File: src/hw/boag_pkg.sv
// branch and operand address generator: shared constants and carriers
// assumes one 20 MHz core clock and a 64 KiB flat memory space
package boag_pkg;

    // ******************************************************************
    // address map
    // ******************************************************************
    localparam logic [15:0] CALL_TABLE_BASE = 16'h0040;
    localparam logic [15:0] CALL_TABLE_LAST = 16'h007F;
    localparam logic [15:0] SHORT_BASE = 16'hFE20;
    localparam logic [15:0] SHORT_LAST = 16'hFF1F;
    localparam logic [15:0] SHORT_RAM_LAST = 16'hFEFF;
    localparam logic [15:0] SFR_BASE = 16'hFF00;
    localparam logic [15:0] SFR_GAP_FIRST = 16'hFFD0;
    localparam logic [15:0] SFR_GAP_LAST = 16'hFFDF;
    localparam logic [15:0] RAM_FIRST = 16'hFE20;
    localparam logic [15:0] RAM_LAST = 16'hFEFF;
    localparam logic [7:0] SHORT_HIGH_SPLIT = 8'h20;
    localparam logic [6:0] SHORT_TOP_BITS = 7'h7F;
    localparam int TABLE_SEL_LSB = 1;
    localparam int TABLE_SEL_MSB = 5;
    localparam logic [7:0] OPC_PUSH_DEST = 8'hAA;
    localparam logic [15:0] SP_RESET = 16'hFEFF;
    localparam logic [15:0] PC_RESET = 16'h0000;

    // ******************************************************************
    // kinds of request
    // ******************************************************************
    typedef enum logic [2:0] {
        BR_NONE = 3'h0,
        BR_IMM = 3'h1,
        BR_TABLE = 3'h2,
        BR_ACC_PAIR = 3'h3
    } boag_branch_e;

    typedef enum logic [3:0] {
        OP_NONE = 4'h0,
        OP_DIRECT = 4'h1,
        OP_SHORT = 4'h2,
        OP_SFR = 4'h3,
        OP_REG = 4'h4,
        OP_IND_DEST = 4'h5,
        OP_IND_BASE = 4'h6,
        OP_BASED = 4'h7,
        OP_PUSH = 4'h8,
        OP_POP = 4'h9
    } boag_mode_e;

    typedef enum logic [1:0] {
        TS_IDLE = 2'h0,
        TS_LOW = 2'h1,
        TS_HIGH = 2'h2
    } boag_tstate_e;

    typedef struct packed {
        boag_branch_e branch;
        boag_mode_e mode;
        logic [7:0] opcode;
        logic [15:0] imm16;
        logic [7:0] imm8;
        logic [2:0] reg_code;
        logic wide;
    } boag_req_s;

    typedef struct packed {
        logic [15:0] accumulator_pair;
        logic [15:0] destination_pair;
        logic [15:0] base_pair;
    } boag_pairs_s;

    typedef struct packed {
        logic valid;
        logic [15:0] addr;
        logic wide;
        logic is_reg;
        logic [2:0] reg_sel;
        logic in_ram;
        logic in_sfr;
        logic fault;
    } boag_opnd_s;

endpackage

File: src/hw/boag_short_map.sv
// short-direct and special-register address forming
// assumes a purely combinational caller
`timescale 1ns/100ps
`default_nettype none
module boag_short_map (
    input wire logic [7:0] field,
    input wire logic sfr_mode,
    output logic [15:0] addr,
    output logic in_ram,
    output logic in_sfr,
    output logic sfr_hole
);
    always_comb begin
        if (sfr_mode) begin
            addr = boag_pkg::SFR_BASE | {8'h00, field};
        end else begin
            addr = {boag_pkg::SHORT_TOP_BITS, (field < boag_pkg::SHORT_HIGH_SPLIT), field};
        end
        in_ram = (addr >= boag_pkg::RAM_FIRST) && (addr <= boag_pkg::SHORT_RAM_LAST);
        in_sfr = addr >= boag_pkg::SFR_BASE;
        // the unused hole inside the sfr page is flagged, not remapped
        sfr_hole = sfr_mode && (addr >= boag_pkg::SFR_GAP_FIRST)
            && (addr <= boag_pkg::SFR_GAP_LAST);
    end
endmodule
`default_nettype wire

File: src/hw/boag_stack.sv
// stack pointer with push and pop addressing
// assumes at most one push or pop request per cycle
`timescale 1ns/100ps
`default_nettype none
module boag_stack (
    input wire logic clk,
    input wire logic sys_rst,
    input wire logic push,
    input wire logic pop,
    input wire logic sp_load,
    input wire logic [15:0] sp_value,
    output logic [15:0] stack_pointer,
    output logic [15:0] stack_addr
);
    logic [15:0] sp_q, sp_d;

    always_comb begin
        sp_d = sp_q;
        stack_addr = sp_q;
        if (sp_load) begin
            sp_d = sp_value;
        end else if (push) begin
            // pre-decrement for a word: the address is the new pointer
            sp_d = sp_q - 16'h0002;
            stack_addr = sp_d;
        end else if (pop) begin
            sp_d = sp_q + 16'h0002;
        end
    end

    always_ff @(posedge clk or posedge sys_rst) begin
        if (sys_rst) begin
            sp_q <= boag_pkg::SP_RESET;
        end else begin
            sp_q <= sp_d;
        end
    end

    assign stack_pointer = sp_q;
endmodule
`default_nettype wire

File: src/hw/boag_top.sv
// branch target and operand address generator of the 8-bit core
// assumes requests are single-cycle pulses from decode and that the
// memory bus answers a table read in the same cycle as its strobe
`timescale 1ns/100ps
`default_nettype none
module boag_top (
    input wire logic clk,
    input wire logic sys_rst,
    input wire logic req_valid,
    input wire boag_pkg::boag_req_s req,
    input wire boag_pkg::boag_pairs_s pairs,
    input wire logic sp_load,
    input wire logic [15:0] sp_value,
    input wire logic irq_save,
    input wire logic irq_restore,
    output logic busy,
    output logic table_rd,
    output logic [15:0] table_addr,
    input wire logic [7:0] table_data,
    output logic pc_load,
    output logic [15:0] pc_target,
    output boag_pkg::boag_opnd_s opnd,
    output logic [15:0] stack_pointer
);

    // ******************************************************************
    // helpers
    // ******************************************************************
    function automatic logic [15:0] zext8(input logic [7:0] v);
        zext8 = {8'h00, v};
    endfunction

    function automatic logic [15:0] table_entry(input logic [7:0] opc);
        logic [4:0] sel;
        sel = opc[boag_pkg::TABLE_SEL_MSB:boag_pkg::TABLE_SEL_LSB];
        table_entry = boag_pkg::CALL_TABLE_BASE + {10'h000, sel, 1'b0};
    endfunction

    logic take;
    logic is_push;
    logic is_pop;
    logic [15:0] stack_addr;
    logic [15:0] short_addr;
    logic short_ram;
    logic short_sfr;
    logic sfr_hole;

    assign take = req_valid && !busy;

    assign is_push = take && ((req.mode == boag_pkg::OP_PUSH)
        || (req.opcode == boag_pkg::OPC_PUSH_DEST)) || irq_save;
    assign is_pop = (take && (req.mode == boag_pkg::OP_POP)) || irq_restore;

    boag_short_map u_short (
        .field(req.imm8),
        .sfr_mode(req.mode == boag_pkg::OP_SFR),
        .addr(short_addr),
        .in_ram(short_ram),
        .in_sfr(short_sfr),
        .sfr_hole(sfr_hole)
    );

    boag_stack u_stack (
        .clk(clk),
        .sys_rst(sys_rst),
        .push(is_push),
        .pop(is_pop),
        .sp_load(sp_load),
        .sp_value(sp_value),
        .stack_pointer(stack_pointer),
        .stack_addr(stack_addr)
    );

    // ******************************************************************
    // branch target sequencer
    // ******************************************************************
    boag_pkg::boag_tstate_e ts_q, ts_d;
    logic [15:0] tptr_q, tptr_d;
    logic [7:0] tlow_q, tlow_d;
    logic pc_load_q, pc_load_d;
    logic [15:0] pc_q, pc_d;

    always_comb begin
        ts_d = ts_q;
        tptr_d = tptr_q;
        tlow_d = tlow_q;
        pc_load_d = 1'b0;
        pc_d = pc_q;
        unique case (ts_q)
            boag_pkg::TS_IDLE: begin
                if (take) begin
                    unique case (req.branch)
                        boag_pkg::BR_IMM: begin
                            pc_d = req.imm16;
                            pc_load_d = 1'b1;
                        end
                        boag_pkg::BR_TABLE: begin
                            tptr_d = table_entry(req.opcode);
                            ts_d = boag_pkg::TS_LOW;
                        end
                        boag_pkg::BR_ACC_PAIR: begin
                            pc_d = pairs.accumulator_pair;
                            pc_load_d = 1'b1;
                        end
                        default: begin
                            pc_d = pc_q;
                        end
                    endcase
                end
            end
            boag_pkg::TS_LOW: begin
                tlow_d = table_data;
                tptr_d = tptr_q + 16'h0001;
                ts_d = boag_pkg::TS_HIGH;
            end
            boag_pkg::TS_HIGH: begin
                pc_d = {table_data, tlow_q};
                pc_load_d = 1'b1;
                ts_d = boag_pkg::TS_IDLE;
            end
            default: begin
                ts_d = boag_pkg::TS_IDLE;
            end
        endcase
    end

    always_ff @(posedge clk or posedge sys_rst) begin
        if (sys_rst) begin
            ts_q <= boag_pkg::TS_IDLE;
            tptr_q <= 16'h0000;
            tlow_q <= 8'h00;
            pc_load_q <= 1'b0;
            pc_q <= boag_pkg::PC_RESET;
        end else begin
            ts_q <= ts_d;
            tptr_q <= tptr_d;
            tlow_q <= tlow_d;
            pc_load_q <= pc_load_d;
            pc_q <= pc_d;
        end
    end

    // table is read in two back-to-back cycles; decode waits meanwhile
    assign busy = ts_q != boag_pkg::TS_IDLE;
    assign table_rd = (ts_q == boag_pkg::TS_LOW) || (ts_q == boag_pkg::TS_HIGH);
    assign table_addr = tptr_q;
    assign pc_load = pc_load_q;
    assign pc_target = pc_q;

    // ******************************************************************
    // operand address
    // ******************************************************************
    boag_pkg::boag_opnd_s op_q, op_d;

    always_comb begin
        op_d = '0;
        op_d.wide = req.wide;
        if (take) begin
            op_d.valid = 1'b1;
            unique case (req.mode)
                boag_pkg::OP_DIRECT: begin
                    op_d.addr = req.imm16;
                end
                boag_pkg::OP_SHORT, boag_pkg::OP_SFR: begin
                    op_d.addr = short_addr;
                    op_d.in_ram = short_ram;
                    op_d.in_sfr = short_sfr;
                    op_d.fault = sfr_hole
                        || (req.wide && (req.mode == boag_pkg::OP_SFR));
                end
                boag_pkg::OP_REG: begin
                    op_d.is_reg = 1'b1;
                    op_d.reg_sel = req.wide ? {req.reg_code[1:0], 1'b0} : req.reg_code;
                end
                boag_pkg::OP_IND_DEST: begin
                    op_d.addr = pairs.destination_pair;
                end
                boag_pkg::OP_IND_BASE: begin
                    op_d.addr = pairs.base_pair;
                end
                boag_pkg::OP_BASED: begin
                    op_d.addr = pairs.base_pair + zext8(req.imm8);
                end
                boag_pkg::OP_PUSH, boag_pkg::OP_POP: begin
                    op_d.addr = stack_addr;
                    op_d.wide = 1'b1;
                    op_d.in_ram = 1'b1;
                end
                default: begin
                    op_d.valid = (req.opcode == boag_pkg::OPC_PUSH_DEST);
                    op_d.addr = stack_addr;
                    op_d.wide = op_d.valid;
                end
            endcase
        end
    end

    always_ff @(posedge clk or posedge sys_rst) begin
        if (sys_rst) begin
            op_q <= '0;
        end else begin
            op_q <= op_d;
        end
    end

    assign opnd = op_q;

    // ******************************************************************
    // checks
    // ******************************************************************
    chk_imm_branch: assert property (@(posedge clk) disable iff (sys_rst)
        take && req.branch == boag_pkg::BR_IMM |=> pc_load && pc_target == $past(req.imm16))
        else $error("immediate branch target wrong");
    chk_table_addr: assert property (@(posedge clk) disable iff (sys_rst)
        take && req.branch == boag_pkg::BR_TABLE |=> table_rd
        && table_addr >= boag_pkg::CALL_TABLE_BASE && table_addr <= boag_pkg::CALL_TABLE_LAST)
        else $error("table address out of table");
    chk_table_pair: assert property (@(posedge clk) disable iff (sys_rst)
        ts_q == boag_pkg::TS_LOW |=> table_addr == $past(table_addr) + 16'h0001
        ##1 pc_load && pc_target == {$past(table_data), $past(table_data, 2)})
        else $error("table entry byte order wrong");
    chk_acc_branch: assert property (@(posedge clk) disable iff (sys_rst)
        take && req.branch == boag_pkg::BR_ACC_PAIR
        |=> pc_target == $past(pairs.accumulator_pair))
        else $error("register branch target wrong");
    chk_direct_addr: assert property (@(posedge clk) disable iff (sys_rst)
        take && req.mode == boag_pkg::OP_DIRECT |=> opnd.addr == $past(req.imm16))
        else $error("direct address modified");
    chk_short_window: assert property (@(posedge clk) disable iff (sys_rst)
        take && req.mode == boag_pkg::OP_SHORT |=> opnd.addr >= boag_pkg::SHORT_BASE
        && opnd.addr <= boag_pkg::SHORT_LAST && opnd.addr[7:0] == $past(req.imm8))
        else $error("short address outside window");
    chk_sfr_page: assert property (@(posedge clk) disable iff (sys_rst)
        take && req.mode == boag_pkg::OP_SFR |=> opnd.addr[15:8] == 8'hFF)
        else $error("sfr address off page");
    chk_based_sum: assert property (@(posedge clk) disable iff (sys_rst)
        take && req.mode == boag_pkg::OP_BASED
        |=> opnd.addr == 16'($past(pairs.base_pair) + {8'h00, $past(req.imm8)}))
        else $error("based address wrong");
    chk_push_sp: assert property (@(posedge clk) disable iff (sys_rst)
        take && req.opcode == boag_pkg::OPC_PUSH_DEST && !sp_load
        |=> stack_pointer == $past(stack_pointer) - 16'h0002)
        else $error("push did not lower pointer");
    chk_word_sfr: assert property (@(posedge clk) disable iff (sys_rst)
        take && req.mode == boag_pkg::OP_SFR && req.wide |=> opnd.fault)
        else $error("word sfr access not faulted");
    chk_reg_select: assert property (@(posedge clk) disable iff (sys_rst)
        take && req.mode == boag_pkg::OP_REG
        |=> opnd.is_reg
        && (opnd.wide ? !opnd.reg_sel[0] : opnd.reg_sel == $past(req.reg_code)))
        else $error("register select wrong");
    chk_ind_pointer: assert property (@(posedge clk) disable iff (sys_rst)
        take && (req.mode == boag_pkg::OP_IND_DEST || req.mode == boag_pkg::OP_IND_BASE)
        |=> opnd.addr == ($past(req.mode) == boag_pkg::OP_IND_DEST
        ? $past(pairs.destination_pair) : $past(pairs.base_pair)))
        else $error("indirect address wrong");
    chk_short_split: assert property (@(posedge clk) disable iff (sys_rst)
        take && req.mode == boag_pkg::OP_SHORT
        |=> opnd.in_ram == ($past(req.imm8) >= boag_pkg::SHORT_HIGH_SPLIT)
        && opnd.in_sfr == !opnd.in_ram)
        else $error("short window split wrong");
    chk_pop_stack: assert property (@(posedge clk) disable iff (sys_rst)
        take && req.mode == boag_pkg::OP_POP && req.opcode != boag_pkg::OPC_PUSH_DEST
        && !sp_load && !irq_save
        |=> opnd.addr == $past(stack_pointer)
        && stack_pointer == $past(stack_pointer) + 16'h0002)
        else $error("pop stack address wrong");

    cov_table_call: cover property (@(posedge clk) disable iff (sys_rst)
        take && req.branch == boag_pkg::BR_TABLE ##3 pc_load);
    cov_short_sfr: cover property (@(posedge clk) disable iff (sys_rst)
        opnd.valid && opnd.in_sfr);
    cov_based_wrap: cover property (@(posedge clk) disable iff (sys_rst)
        take && req.mode == boag_pkg::OP_BASED && pairs.base_pair == 16'hFFFF);
endmodule
`default_nettype wire

File: config.mk
export PLATFORM = sky130hd
export DESIGN_NAME = boag_top
export DESIGN_NICKNAME = d
export VERILOG_FILES = /design/src/hw/boag_pkg.sv /design/src/hw/boag_short_map.sv /design/src/hw/boag_stack.sv /design/src/hw/boag_top.sv
export SDC_FILE = /design/constraint.sdc
export NUM_CORES = 1
export LEC_CHECK = 0
export BUFFER_PORTS_ARGS = -buffer_cell sky130_fd_sc_hd__buf_2
export CAP_MARGIN = 20
export CORE_ASPECT_RATIO = 0.75
export CORE_MARGIN = 10
export CORE_UTILIZATION = 47
export DETAILED_ROUTE_END_ITERATION = 10
export PLACE_DENSITY_LB_ADDON = 0.08
export SYNTH_ARGS = -nofsm -noshare
export SYNTH_HDL_FRONTEND = slang
export SYNTH_SLANG_ARGS = --single-unit
File: constraint.sdc
create_clock -name clk -period 2.8 [get_ports clk]
set_input_delay 0.56 -clock clk [delete_from_list [all_inputs] [get_ports clk]]
set_output_delay 0.56 -clock clk [all_outputs]
set_load 0.01 [all_outputs]
==> results.py <==
metrics = {
    "job": {
        "cap_violations": 0,
    },
    "synth": {
        "synth_top_cells_by_area": "dfrtp_1 28%, dfstp_2 6.5%, a21oi_1 5.1%",
        "async_flop_share_pct": 100,
        "syn_avg_cell_area_um2": 8.44,
        "ys_types": 76,
        "yosysWarnings": 0,
        "ys_ff_latch": 84,
        "synth_top_area_cell": "dfrtp_1",
        "ys_dominant_reg_cell": "dfrtp_1",
        "synth_edf_count": 0,
        "synthesis.nets": 856,
        "synth_top_area_share_pct": 28.5,
        "syn_inst": 719,
        "ys_seq_area_share_pct": 35.0,
        "syn-cell-area_um2": 6070,
    },
    "global_route": {
        "grtUsageTotal_pct": 23.6,
        "grt_pass1_wl_mm": 34.1,
        "grt_max_degree": 57,
        "antenna_found_initial": 3,
        "overflow": 0,
        "grt_pass1_vias": 6128,
    },
    "die": {
        "core-area_um2": 12400,
        "die-area_um2": 17900,
        "dieWidth_um": 151,
        "fp-row-count": 35,
        "ios": 197,
        "start_util_pct": 48.8,
        "die_h_um": 118,
    },
    "timing": {
        "fin_setup_tns_ns": 0,
        "tightest_slew_ns": 0.619,
        "fmax_mhz": 393,
        "finalClockSkew_ns": 0.00663,
        "hold_ws_ns": 0.246,
        "min_period_ns": 2.54,
        "finalHoldViolCount": 0,
        "slew_violations": 0,
        "maxSlewHeadroom_pct": 58.3,
        "rsz0062_at_grt": "false",
        "fin_ws_ns": 0.256,
        "setup_violations": 0,
        "fin_crit_sh_pct": 90.9,
    },
    "placed_design": {
        "dp_hpwl_mm": 16.9,
        "dp_slack_ns": 0.238,
        "portBuffers": 196,
        "place_congestion": 0.933,
    },
    "power": {
        "pwr-share-seq_pct": 35.6,
        "power.total_uw": 5160,
        "leakagePower_uw": 0.00352,
        "p_int_uw": 3180,
        "vdd_ir_drop_max_v": 0.000411,
        "p_sw_uw": 1980,
        "clkPwrFrac_pct": 26.3,
        "p_sw_share_pct": 38.3,
        "combPwrFrac_pct": 38.1,
        "powerDensity_nw_per_um2": 679,
    },
    "worst_setup_path": {
        "crit_family": "simple AND/OR/NAND/NOR gates",
        "critPathMaxFanout": 13,
        "start_kind": "flip-flop",
        "endpoint": "u_stack.stack_pointer[10]",
        "cp_data_required_time_ns": 3.08,
        "critPathBufInv": 1,
        "cp_data_arrival_time_ns": 2.83,
        "r2r_setup_slack_ns": 0.26,
        "cp_slowest_cell": "nor2_1",
        "crit_start": "ts_q[0]",
        "rr_startpoint": "ts_q[0]",
        "reg2regPathDepth": 8,
        "crit_type": "reg2reg",
        "crit_chain": "inv_1, ha_1, and4bb_2, a31oi_4, nand2_1, nor2_1, o21ai_0, a2bb2oi_1",
        "r2r_end": "u_stack.stack_pointer[10]",
        "path_depth": 8,
        "critPathMaxStageDelay_ns": 0.39,
        "critPathCaptureType": "flip-flop",
    },
    "route": {
        "num_vias": 6338,
        "drt_iter0_drc": 614,
        "drtAntennaViolNets": 0,
        "vias_per_cell": 5.90,
        "wirelength_mm": 21.6,
        "wl_per_cell_um": 20.1,
        "firstDrtPassIters": 7,
        "drc": 0,
    },
    "clocking": {
        "cts_tree": "yes",
        "clock_path_buffers": 2,
        "clk_latency_ns": 0.35,
        "cts_resized": 0,
        "cts_buffers": 9,
        "root_buffer": "clkbuf_16",
        "cts_setup_buffers": 0,
        "cts-htree-levels": 3,
        "clock-sinks": 84,
        "hold_buffers": 0,
        "path_clk_slew_ns": 0.07,
    },
    "final_layout": {
        "drive_above_1_share_pct": 31.8,
        "seq_area_um2": 2120,
        "area_growth_pct": 25.3,
        "final_common_cell": "buf_2",
        "multi_input_area_um2": 3630,
        "fill_cells": 1143,
        "final_cell_mix": "196 x buf_2, 82 x nand2_1, 69 x dfrtp_1",
        "nets": 1038,
    },
    "run_status": {
        "outcome": "finished clean",
    },
    "worst_hold_path": {
        "holdCritPathClass": "in2async",
    },
}
==> sequential cells by signal, summed over array words and instances, names as in the netlist <==
register	flops
pc_load	1
opnd	25
tlow_q	8
u_stack.stack_pointer	16
pc_target	16
table_addr	16
ts_q	2
==> layer usage <==
layer / part of all wire [%] / up-vias / wire, um / global-route usage, %
met3: 11 / 21 / 2340 / 7.01
met2: 44 / 334 / 9590 / 34.5
li1: - / 2995 / - / -
met1: 44 / 2986 / 9450 / 33.2
met4: 1.0 / 2 / 223 / 5.70
met5: 0.083 / - / 18 / 0
==> synthesized netlist by cell type (4+ instances only) <==
cell type	count
nor4_1	8
a21o_1	4
o21ai_0	55
xnor2_1	24
a311oi_1	6
or3_1	8
mux2i_1	28
a21oi_1	62
ha_1	15
nor2_1	51
clkbuf_1	35
buf_2	11
dfrtp_1	69
mux2_2	11
a211oi_1	10
a221oi_1	8
nor3_1	24
nand3_1	25
o22ai_1	5
nand4_1	14
nand2b_1	6
o21a_1	7
dfstp_2	15
nand2_1	82
a31oi_1	17
xor2_1	12
inv_1	24
==> worst register-to-register path: cells and delay by family, from the launching register on <==
family	cells	cell delay (ns)
flops	1	0.35
simple gates	3	1.06
fa+ha+maj	1	0.30
buf+inv	1	0.08
compound gates	3	0.69
==> how the worst min path moves through the flow <==
| stage | endpoint | cells after the start |
|---|---|---|
| final | opnd[20] | 2 |
| after global routing | opnd[19] | 2 |
| after CTS | opnd[19] | 2 |
| after detailed placement | pc_target[5] | 2 |
| after global placement | pc_target[15] | 2 |
| after floorplan | tlow_q[6] | 1 |
==> through the flow <==
| stage | cells | instance area [um2] | utilization, % |
|---|---|---|---|
| after floorplan | 719 | 6070 | - |
| after global placement | 1055 | 7250 | 58.3 |
| after detailed placement | 1055 | 7250 | 58.3 |
| after CTS | 1071 | 7580 | 60.9 |
| after global routing | 1074 | 7600 | 61.1 |
| final | 1075 | 7600 | 61.1 |
==> power groups by stage <==
stage,Combinational (uW),Sequential (uW),Clock [uW]
after global placement,1910,1840,0
final,1970,1840,1360
after global routing,2180,1880,1430
after CTS,1960,1830,1380
after floorplan,1150,1880,0
after detailed placement,1950,1850,0
==> cell type report <==
| cell class | count | area share (%) |
|---|---|---|
| multi-input cells | 558 | 47.8 |
| flip-flops and latches | 84 | 27.9 |
| repair buffers | 224 | 15.9 |
| clock buffers | 10 | 3.14 |
| well taps | 166 | 2.73 |
| clock inverters | 6 | 1.23 |
| inverters | 24 | 1.20 |
| diodes | 3 | 0.0988 |
==> cells by family after synthesis <==
kind of cell,share of synthesized area [%]
DFF,35.0
buffers and inverters,5.26
xor gates and xnor gates,5.20
and+or+nand+nor,21.8
muxes,6.66
adders and majority gates,3.42
AOI/OAI and AO/OA,22.7
(Power assumes the default switching activity.)
